==> src/common/monitor_panel_pkg.sv <==
// Constants and carrier types of the monitor front-panel logic
// Notes on behaviour
// - Each start/stop press toggles monitoring between idle and running.
// - Start/stop button lamp is lit exactly while monitoring runs.
// - Each condition has a present indicator and a latched indicator.
// - Flag quality and clean-voltage errors when measures fall below limits.
// - Flag edge errors when edge duration exceeds its configured limit.
// - Starting monitoring clears all present and latched indicators.
// - Present indicator lit only while condition holds and monitoring runs.
// - Latched indicator sets on first occurrence, holds until next start.
// - Each latched indicator can be routed by configuration to the isolated output.
// - Bus-activity indicator shows current traffic on the bus.
// - Holding rear button for full interval restores defaults, then restart.
// - While monitoring, every threshold deviation is recorded as an event.
`default_nettype none
package monitor_panel_pkg;

  localparam int unsigned NUM_COND = 8;
  localparam int unsigned MEAS_W = 8;
  localparam int unsigned CLK_HZ = 40_000_000;
  localparam int unsigned HOLD_SECONDS = 10;
  localparam int unsigned HOLD_CYCLES = HOLD_SECONDS * CLK_HZ;
  localparam int unsigned HOLD_W = 32;
  localparam int unsigned DEBOUNCE_CYCLES = 400_000;

  // Bit positions of the conditions
  localparam int unsigned IDX_ACTIVE_ERR = 0;
  localparam int unsigned IDX_PASSIVE_ERR = 1;
  localparam int unsigned IDX_OVERLOAD = 2;
  localparam int unsigned IDX_ACK_ERR = 3;
  localparam int unsigned IDX_QUALITY = 4;
  localparam int unsigned IDX_VOLTAGE = 5;
  localparam int unsigned IDX_RISING = 6;
  localparam int unsigned IDX_FALLING = 7;

  typedef struct packed {
    logic active_error_frame_seen;
    logic passive_error_frame_seen;
    logic overload_frame_seen;
    logic ack_error_seen;
  } logical_events_t;

  typedef struct packed {
    logic [MEAS_W-1:0] quality;
    logic [MEAS_W-1:0] clean_voltage;
    logic [MEAS_W-1:0] rise_time;
    logic [MEAS_W-1:0] fall_time;
  } measures_t;

  typedef struct packed {
    logic [MEAS_W-1:0] quality_min;
    logic [MEAS_W-1:0] voltage_min;
    logic [MEAS_W-1:0] rise_max;
    logic [MEAS_W-1:0] fall_max;
  } limits_t;

  typedef enum logic [1:0] {
    MON_IDLE = 2'h1,
    MON_RUN = 2'h2
  } mon_state_t;

  localparam logic [NUM_COND-1:0] COND_NONE = 8'h00;

endpackage : monitor_panel_pkg
`default_nettype wire

==> src/hdl/hold_detector.sv <==
// Long-press detector for the rear restore button, count restarts on any release
`default_nettype none
module hold_detector #(
  parameter int unsigned HOLD_CYCLES = monitor_panel_pkg::HOLD_CYCLES,
  parameter int unsigned CNT_W = monitor_panel_pkg::HOLD_W
) (
  input wire logic clk,
  input wire logic rst_n,
  input wire logic pressed,
  output logic fired
);

  typedef struct packed {
    logic [CNT_W-1:0] count;
    logic done;
    logic fired;
  } hold_state_t;

  localparam logic [CNT_W-1:0] LAST = CNT_W'(HOLD_CYCLES - 1);

  hold_state_t st;
  hold_state_t next_st;

  always_comb begin
    next_st = st;
    next_st.fired = 1'b0;
    if (!pressed) begin
      next_st.count = '0;
      next_st.done = 1'b0;
    end else if (!st.done) begin
      if (st.count == LAST) begin
        next_st.fired = 1'b1;
        next_st.done = 1'b1;
      end else begin
        next_st.count = st.count + 1'b1;
      end
    end
  end

  always_ff @(posedge clk or negedge rst_n) begin
    if (!rst_n) begin
      st <= '0;
    end else begin
      st <= next_st;
    end
  end

  assign fired = st.fired;

endmodule // hold_detector
`default_nettype wire

==> src/hdl/monitor_panel.sv <==
// Front-panel control and error indication of the bus monitor
`default_nettype none
module monitor_panel #(
  parameter int unsigned HOLD_CYCLES = monitor_panel_pkg::HOLD_CYCLES,
  parameter int unsigned DEBOUNCE_CYCLES = monitor_panel_pkg::DEBOUNCE_CYCLES
) (
  input wire logic clk,
  input wire logic rst_n,
  input wire logic start_stop_button,
  input wire logic restore_button,
  input wire logic bus_traffic,
  input wire monitor_panel_pkg::logical_events_t logical_events,
  input wire monitor_panel_pkg::measures_t measures,
  input wire logic measures_valid,
  input wire monitor_panel_pkg::limits_t limits,
  input wire logic [monitor_panel_pkg::NUM_COND-1:0] output_assign,
  output logic start_stop_lamp,
  output logic bus_activity_led,
  output logic [monitor_panel_pkg::NUM_COND-1:0] present_led,
  output logic [monitor_panel_pkg::NUM_COND-1:0] latched_led,
  output logic isolated_error_out,
  output logic deviation_event,
  output logic [monitor_panel_pkg::NUM_COND-1:0] deviation_code,
  output logic restore_defaults,
  output logic restart_request
);

  localparam int unsigned N = monitor_panel_pkg::NUM_COND;
  localparam int unsigned W = monitor_panel_pkg::MEAS_W;
  localparam int unsigned DB_W = $clog2(DEBOUNCE_CYCLES + 1);
  localparam logic [DB_W-1:0] DB_LAST = DB_W'(DEBOUNCE_CYCLES - 1);

  // ----------------------------------------------------------------
  // State
  // ----------------------------------------------------------------
  typedef struct packed {
    logic [1:0] ss_sync;
    logic [1:0] rst_sync;
    logic [1:0] bus_sync;
    monitor_panel_pkg::logical_events_t ev_sync0;
    monitor_panel_pkg::logical_events_t ev_sync1;
    logic ss_stable;
    logic [DB_W-1:0] db_count;
    monitor_panel_pkg::mon_state_t mode;
    logic [N-1:0] cond;
    logic [N-1:0] prev_cond;
    logic lamp;
    logic bus_led;
    logic [N-1:0] present;
    logic [N-1:0] latched;
    logic iso_out;
    logic dev_event;
    logic [N-1:0] dev_code;
    logic restore;
    logic restart;
  } panel_state_t;

  panel_state_t st;
  panel_state_t next_st;
  logic hold_fired;

  // Unsigned threshold comparison shared by the physical checks
  function automatic logic exceeds(input logic [W-1:0] value,
                                   input logic [W-1:0] limit);
    exceeds = value > limit;
  endfunction

  // ----------------------------------------------------------------
  // Rear button long press
  // ----------------------------------------------------------------
  hold_detector #(
    .HOLD_CYCLES(HOLD_CYCLES),
    .CNT_W(monitor_panel_pkg::HOLD_W)
  ) u_hold (
    .clk(clk),
    .rst_n(rst_n),
    .pressed(st.rst_sync[1]),
    .fired(hold_fired)
  );

  // ----------------------------------------------------------------
  // Next state
  // ----------------------------------------------------------------
  always_comb begin
    logic [N-1:0] c;
    logic press;
    logic starting;
    logic running;
    c = '0;
    press = 1'b0;
    starting = 1'b0;
    running = 1'b0;
    next_st = st;

    // ------------------------------------------------------------
    // Two-stage synchronisers on the pin inputs
    // ------------------------------------------------------------
    next_st.ss_sync = {st.ss_sync[0], start_stop_button};
    next_st.rst_sync = {st.rst_sync[0], restore_button};
    next_st.bus_sync = {st.bus_sync[0], bus_traffic};
    next_st.ev_sync0 = logical_events;
    next_st.ev_sync1 = st.ev_sync0;

    // ------------------------------------------------------------
    // Start/stop debounce
    // ------------------------------------------------------------
    // Level must differ for the whole window before it is accepted
    if (st.ss_sync[1] == st.ss_stable) begin
      next_st.db_count = '0;
    end else if (st.db_count == DB_LAST) begin
      next_st.db_count = '0;
      next_st.ss_stable = st.ss_sync[1];
      press = st.ss_sync[1];
    end else begin
      next_st.db_count = st.db_count + 1'b1;
    end

    // ------------------------------------------------------------
    // Monitoring mode
    // ------------------------------------------------------------
    // Accepted press of the button toggles the mode
    case (st.mode)
      monitor_panel_pkg::MON_IDLE: begin
        if (press) begin
          next_st.mode = monitor_panel_pkg::MON_RUN;
          starting = 1'b1;
        end
      end
      monitor_panel_pkg::MON_RUN: begin
        if (press) begin
          next_st.mode = monitor_panel_pkg::MON_IDLE;
        end
      end
      default: begin
        next_st.mode = monitor_panel_pkg::MON_IDLE;
      end
    endcase
    // Next mode, so lamp and indicators switch on the same edge
    running = (next_st.mode == monitor_panel_pkg::MON_RUN);
    next_st.lamp = running;

    // ------------------------------------------------------------
    // Condition vector, one bit per monitored condition
    // ------------------------------------------------------------
    // Logical events by field, not by bit order of the carrier
    c[monitor_panel_pkg::IDX_ACTIVE_ERR] =
      st.ev_sync1.active_error_frame_seen;
    c[monitor_panel_pkg::IDX_PASSIVE_ERR] =
      st.ev_sync1.passive_error_frame_seen;
    c[monitor_panel_pkg::IDX_OVERLOAD] =
      st.ev_sync1.overload_frame_seen;
    c[monitor_panel_pkg::IDX_ACK_ERR] =
      st.ev_sync1.ack_error_seen;
    // Physical conditions keep their value between measurements
    c[monitor_panel_pkg::IDX_QUALITY] = st.cond[monitor_panel_pkg::IDX_QUALITY];
    c[monitor_panel_pkg::IDX_VOLTAGE] = st.cond[monitor_panel_pkg::IDX_VOLTAGE];
    c[monitor_panel_pkg::IDX_RISING] = st.cond[monitor_panel_pkg::IDX_RISING];
    c[monitor_panel_pkg::IDX_FALLING] = st.cond[monitor_panel_pkg::IDX_FALLING];
    if (measures_valid) begin
      c[monitor_panel_pkg::IDX_QUALITY] =
        exceeds(limits.quality_min, measures.quality);
      c[monitor_panel_pkg::IDX_VOLTAGE] =
        exceeds(limits.voltage_min, measures.clean_voltage);
      c[monitor_panel_pkg::IDX_RISING] =
        exceeds(measures.rise_time, limits.rise_max);
      c[monitor_panel_pkg::IDX_FALLING] =
        exceeds(measures.fall_time, limits.fall_max);
    end
    next_st.cond = c;
    next_st.prev_cond = running ? c : monitor_panel_pkg::COND_NONE;

    // ------------------------------------------------------------
    // Indicator pair per condition
    // ------------------------------------------------------------
    next_st.present = running ? c : monitor_panel_pkg::COND_NONE;
    // Clear wins at start; a lasting condition sets again next edge
    if (starting) begin
      next_st.latched = monitor_panel_pkg::COND_NONE;
      next_st.present = monitor_panel_pkg::COND_NONE;
      next_st.prev_cond = monitor_panel_pkg::COND_NONE;
    end else if (running) begin
      next_st.latched = st.latched | c;
    end

    next_st.iso_out = |(next_st.latched & output_assign);
    next_st.bus_led = st.bus_sync[1];

    // ------------------------------------------------------------
    // Record new deviations while running
    // ------------------------------------------------------------
    next_st.dev_code = (running && !starting) ?
      (c & ~st.prev_cond) : monitor_panel_pkg::COND_NONE;
    next_st.dev_event = |next_st.dev_code;

    // ------------------------------------------------------------
    // Rear button restore, restart request one cycle later
    // ------------------------------------------------------------
    next_st.restore = hold_fired;
    next_st.restart = st.restore;
  end

  always_ff @(posedge clk or negedge rst_n) begin
    if (!rst_n) begin
      st <= '0;
      st.mode <= monitor_panel_pkg::MON_IDLE;
    end else begin
      st <= next_st;
    end
  end

  // ----------------------------------------------------------------
  // Outputs
  // ----------------------------------------------------------------
  assign start_stop_lamp = st.lamp;
  assign bus_activity_led = st.bus_led;
  assign present_led = st.present;
  assign latched_led = st.latched;
  assign isolated_error_out = st.iso_out;
  assign deviation_event = st.dev_event;
  assign deviation_code = st.dev_code;
  assign restore_defaults = st.restore;
  assign restart_request = st.restart;

endmodule // monitor_panel
`default_nettype wire

==> config.mk <==
export PLATFORM = sky130hd
export DESIGN_NAME = monitor_panel
export DESIGN_NICKNAME = d
export VERILOG_FILES = /design/src/common/monitor_panel_pkg.sv /design/src/hdl/hold_detector.sv /design/src/hdl/monitor_panel.sv
export SDC_FILE = /design/constraint.sdc
export NUM_CORES = 1
export LEC_CHECK = 0
export BUFFER_PORTS_ARGS = -buffer_cell sky130_fd_sc_hd__buf_2
export CORE_MARGIN = 1.5
export CORE_UTILIZATION = 40
export DETAILED_ROUTE_END_ITERATION = 16
export GPL_TIMING_DRIVEN = 0
export PLACE_DENSITY_LB_ADDON = 0.1
export SLEW_MARGIN = 25
export SYNTH_ARGS = -nofsm -noshare
export SYNTH_HDL_FRONTEND = slang
export SYNTH_SLANG_ARGS = --single-unit
==> constraint.sdc <==
create_clock -name clk -period 2 [get_ports clk]
set_input_delay 0.3 -clock clk [delete_from_list [all_inputs] [get_ports clk]]
set_output_delay 0.3 -clock clk [all_outputs]
set_load 0.05 [all_outputs]
=== After elaboration in Yosys (flattened, before gate mapping) ===
Cells that the tools add are included.

* Register bits: 108
* Output and inout port bits: 30

* Add/sub/neg operators: 2
* Order comparisons: 4
* Equal/unequal tests: 8
* Multiplexer cells: 20
* Bitwise gates (word level): 5
* Reduce and logical (&&, ||, !) cells: 6

{| class="wikitable"
|+ Operators with widths
! cell !! count
|-
| $mux 8 || 5
|-
| $mux 19 || 2
|-
| $mux 34 || 1
|-
| $mux 33 || 1
|-
| $add 32x1->32 const B || 1
|-
| $eq 32x29->1 const B || 1
|-
| $gt 8x8->1 || 4
|-
| $mux 32 || 1
|-
| $add 19x1->19 const B || 1
|-
| $eq 19x19->1 const B || 1
|-
| $and 8x8->8 || 2
|-
| $reduce_or 8->1 || 2
|-
| $not 8->8 || 1
|-
| $or 8x8->8 || 1
|-
| $mux 2 || 3
|-
| $mux 1 || 5
|-
| $eq 2x2->1 const B || 2
|-
| $mux 4 || 1
|-
| $ne 2x2->1 const B || 2
|-
| $pmux 2 s2 || 1
|-
| $reduce_and 2->1 || 2
|-
| $eq 2x1->1 const B || 1
|-
| $eq 1x1->1 || 1
|-
| $logic_and 1x1->1 || 1
|-
| other kinds (2) || 2
|}

=== Longest topological paths before layout ===
* Depth after elaboration: 10
* Depth in mapped cells: 9
* Depth with buffers taken out: 9

=== Cells and area by module ===
A second synthesis with hierarchy kept.

* Cells, all modules: 558
* Area total of the unflattened synthesis: 5591.6 um2

{| class="wikitable"
|+ Modules (own cells, without submodules)
! module !! times used !! cells each !! area an instance (um2)
|-
| monitor_panel || 1 || 355 || 3654.8
|-
| hold_detector || 1 || 203 || 1936.9
|}

=== Worst setup path before layout ===
Ideal clock, no wire load.

* Path type: register -> register
* From: reg st[46] (netlist name)
* To: reg st, in the netlist isolated_error_out
* Setup time: 0.071 ns
* Arrival time: 2.155 ns
* Required time: 1.929 ns
* Setup slack: -0.226 ns
* Cell stages (with the launch flop): 9
* Buffers on the path: 1
* Period minus slack after synthesis: 2.226 ns
* Path through: dfstp_2 > inv_1 > ha_1 > or4_1 > nand2b_1 > buf_4 > o21ai_0 > a221oi_1 > nand4_1

{| class="wikitable"
|+ RTL lines
! element !! RTL line !! source
|-
| start: declaration || monitor_panel.sv:58 || <nowiki>panel_state_t st;</nowiki>
|-
| start signal: assignment || monitor_panel.sv:207 || <nowiki>st <= next_st;</nowiki>
|}

=== Worst setup path after layout ===
* From: reg u_hold.st[31] (netlist name)
* To: reg u_hold.st[11] (netlist name)

* Word-level cells in the longest chain between the ends: 3

{| class="wikitable"
|+ RTL lines
! element !! RTL line !! source
|-
| start: declaration || hold_detector.sv:21 || <nowiki>hold_state_t st;</nowiki>
|-
| start signal: assignment || hold_detector.sv:44 || <nowiki>st <= next_st;</nowiki>
|-
| $eq 32x29->1 || hold_detector.sv:31 || <nowiki>if (st.count == LAST) begin</nowiki>
|-
| $ne 2x2->1 (no source line) || -- ||
|-
| $reduce_and 2->1 (no source line) || -- ||
|}

No other way between the ends.
A chain may end at the register's enable or synchronous reset.

==> impl_metrics.ini <==
[setup_path]
cp_max_fo = 5
crit_path_end_kind = register
r2r_start = u_hold.st[31]$_DFFE_PN0P_
cp_cell_sequence = nor4bb_2 -> nand4_1 -> buf_4 -> o31ai_4 -> buf_12 -> nor2_4 -> o211ai_1 -> xor2_1 -> nor2_1
worstSetupStartpointType = register
slowest_stage = dfrtp_1
cp.required_ps = 2210
crit_path_max_incr_delay_ps = 410
reg2regPathDepth = 9
rrSetupSlack_ps = -200
path_class = reg2reg
arrival_ps = 2400
r2r_end = u_hold.st[11]$_DFFE_PN0P_

[floorplan]
ios = 112
core_sq_mm = 0.01319
die_h_microns = 118.9
chipWidth_microns = 118.9
rows = 42
start_util_pct = 40.73
dieArea_sq_mm = 0.01414

[global_route]
antenna_found_initial = 0
grt_use_total_pct = 18.45
grt_max_degree = 71
grt_overflow = 0
grt_pass1_wl_microns = 21000
grt_pass1_vias = 4415

[synthesis]
yosysMostFrequentCell = dfrtp_1
netlist_area_sq_mm = 0.005373
synth_top_area_share_pct = 47.97
synthTopCellsByArea = dfrtp_1 (48%), ha_1 (8.4%), nor2_1 (3.7%), buf_4 (3.5%), xor2_1 (3.3%)
async_flop_share_pct = 100.0
yosys.cell_types.count = 56
ys.flop_type = dfrtp_1
ys_ff_latch = 104
synthTopCellsByCount = dfrtp_1 (103), nor2_1 (53), inv_1 (46)
syn_inst = 541
ys_seq_area_share_pct = 48.46
avgSynthCellArea_sq_um = 9.931
synth_top_area_cell = dfrtp_1
synth_edf_count = 0
ys_warn_count = 0
syn_nets = 659

[drt]
ant_nets = 0
avgRoutedWirePerCell_microns = 14.44
drt_iter0_drc = 255
route.detailed.drc = 0
via_count = 4478
wirelength_microns = 12890
firstDrtPassIters = 4
avgViaCountPerCell = 5.015

[timing]
timing.final.hold_violations = 0
worst_slew_pin_slew_ps = 720.9
fin_worst_skew_ps = 9.251
setup-tns-final_ps = -1940
setup_violations = 19
slew_viol_final = 0
period_needed_ps = 2195
rsz0062_at_grt = true
layout_setup_ws_ps = -195.4
min_period_over_period_pct = 109.8
max-slew-margin-rel_pct = 51.82
whs_ps = 50.59
max_freq_mhz = 455.5

[placement]
globalplace.congestion = 0.8108
dp_hpwl_microns = 8755
portBuffers = 110

[cells_and_area]
seq_area_sq_mm = 0.002608
multi_input_area_sq_mm = 0.002907
nFillCells = 1148
antenna-diode-count = 0
fin_util_pct = 56.42
drive_gt1_share_pct = 41.42
layout.nets = 830
syn_to_final_growth_pct = 38.52

[run_status]
status = finished, violations left
failed_checks = setup timing

[min_path]
whs_endpoint = next_st[79]$_DFF_PN0_
min_path_cells = 1
hp-class = in2reg
hp-start = restore_button

[flow_run]
max_cap_violations = 0

[cts]
clock_path_buffers = 2
clkSlewWorstSetupHoldPaths_ps = 70
cts.sinks = 104
htree_num_levels = 3
cts_tree = yes
numCtsBuffers = 9
root_buffer = clkbuf_16
clock_latency_ps = 350

[power_and_ir_drop]
leakage_nw = 3.689
power_density_mw_per_mm2 = 592.6
vdd_drop_max_v = 0.0004175
==> routing by layer <==
metal	GRT usage (%)	up-vias	wire length, microns
met5	0	-	0
met4	5.271	0	121
met3	3.736	6	618
met2	30.16	108	6172
met1	24.96	2156	5980
li1	-	2208	-
==> area by class of cell <==
cell class / instances / area share (%)
clock buffers: 9 / 3.026
plain buffers: 32 / 3.026
repair buffers: 160 / 13.45
multi-input cells: 359 / 39.06
flip-flops and latches: 104 / 35.04
well taps: 176 / 2.959
inverters: 46 / 2.320
clock inverters: 7 / 1.126
==> logic make-up (layout without fill, tap and decap cells) <==
family          Yosys count  in the layout  share of synthesized area (%)
fa+ha+maj                36             36                          8.384
mux                       2              2                         0.3959
simple gates            203            203                          19.98
compound gates           83             83                          9.851
buf+inv                  78            254                          7.219
flops                   104            104                          48.46
xor+xnor                 35             35                          5.706
==> power by group <==
part           internal [W]  switching [W]
Combinational      0.000175       0.000232
Sequential          0.00214      0.0000191
Clock               0.00100       0.000843
Total               0.00332        0.00109
==> what timing repair did <==
action                                 CTS  global route
pin swaps                               30            33
setup buffers                           35            14
hold buffers                             1             0
setup endpoints to repair               58            57
gates resized for setup                 62            58
endpoints found under the hold margin   34             0
==> metrics by stage <==
stage | instance area, sq um | std cells | power (W) | setup slack (ps)
floorplan | 5416 | 541 | 0.002386 | -131.1
global placement | 6187 | 827 | 0.002559 | -604.8
detailed placement | 6221 | 828 | 0.002577 | -612.2
CTS | 7104 | 880 | 0.004470 | -152.7
global route | 7442 | 893 | 0.004619 | -333.5
finish | 7442 | 893 | 0.004410 | -195.4
==> how the worst max path moves through the flow <==
stage | startpoint | endpoint | depth (start not counted)
2_1_floorplan | st[48]$_DFF_PN0_ | deviation_event$_DFF_PN0_ | 8
3_3_place_gp | measures[22] | deviation_event$_DFF_PN0_ | 8
3_5_place_dp | measures[22] | deviation_event$_DFF_PN0_ | 8
4_1_cts | st[49]$_DFF_PN0_ | isolated_error_out$_DFF_PN0_ | 9
5_1_grt | u_hold.st[31]$_DFFE_PN0P_ | u_hold.st[11]$_DFFE_PN0P_ | 9
6_report | u_hold.st[31]$_DFFE_PN0P_ | u_hold.st[11]$_DFFE_PN0P_ | 9
==> layout by cell type (no fill, tap or decap), drive strengths merged, types with 2 or more instances in the layout <==
cell type | Yosys | routed
a21o | 5 | 5
a22o | 4 | 4
o32ai | 2 | 2
xnor2 | 15 | 15
nor4bb | 2 | 2
inv | 46 | 51
nor2 | 53 | 53
o31a | 2 | 2
a31oi | 4 | 4
and3 | 10 | 10
clkbuf | 6 | 15
and2 | 8 | 8
a21oi | 28 | 28
o22ai | 2 | 2
dfrtp | 103 | 103
xor2 | 20 | 20
nor3 | 18 | 18
nand4b | 2 | 2
nand4 | 15 | 15
and4 | 3 | 3
o21bai | 2 | 2
or4 | 3 | 3
nor4 | 6 | 6
nand2b | 3 | 3
nor2b | 7 | 7
nand2 | 31 | 31
o211ai | 4 | 4
buf | 26 | 185
a211oi | 4 | 4
or3 | 11 | 11
o21ai | 18 | 18
ha | 36 | 36
nand3 | 26 | 26
==> sequential cells by signal, summed over array words and instances (netlist names) <==
register            flops
deviation_code          8
u_hold.st              33
restore_defaults        1
bus_activity_led        1
restart_request         1
start_stop_lamp         1
isolated_error_out      1
deviation_event         1
u_hold.fired            1
next_st                12
st                     28
latched_led             8
present_led             8
==> worst max-delay path, delay by kind of cell, from the launching register on <==
family                    cells  cell delay [ps]
and+or+nand+nor               4              690
DFF                           1              410
AOI/OAI and AO/OA             2              400
buffers and inverters         2              390
xor gates and xnor gates      1              170
(Power assumes the default switching activity.)
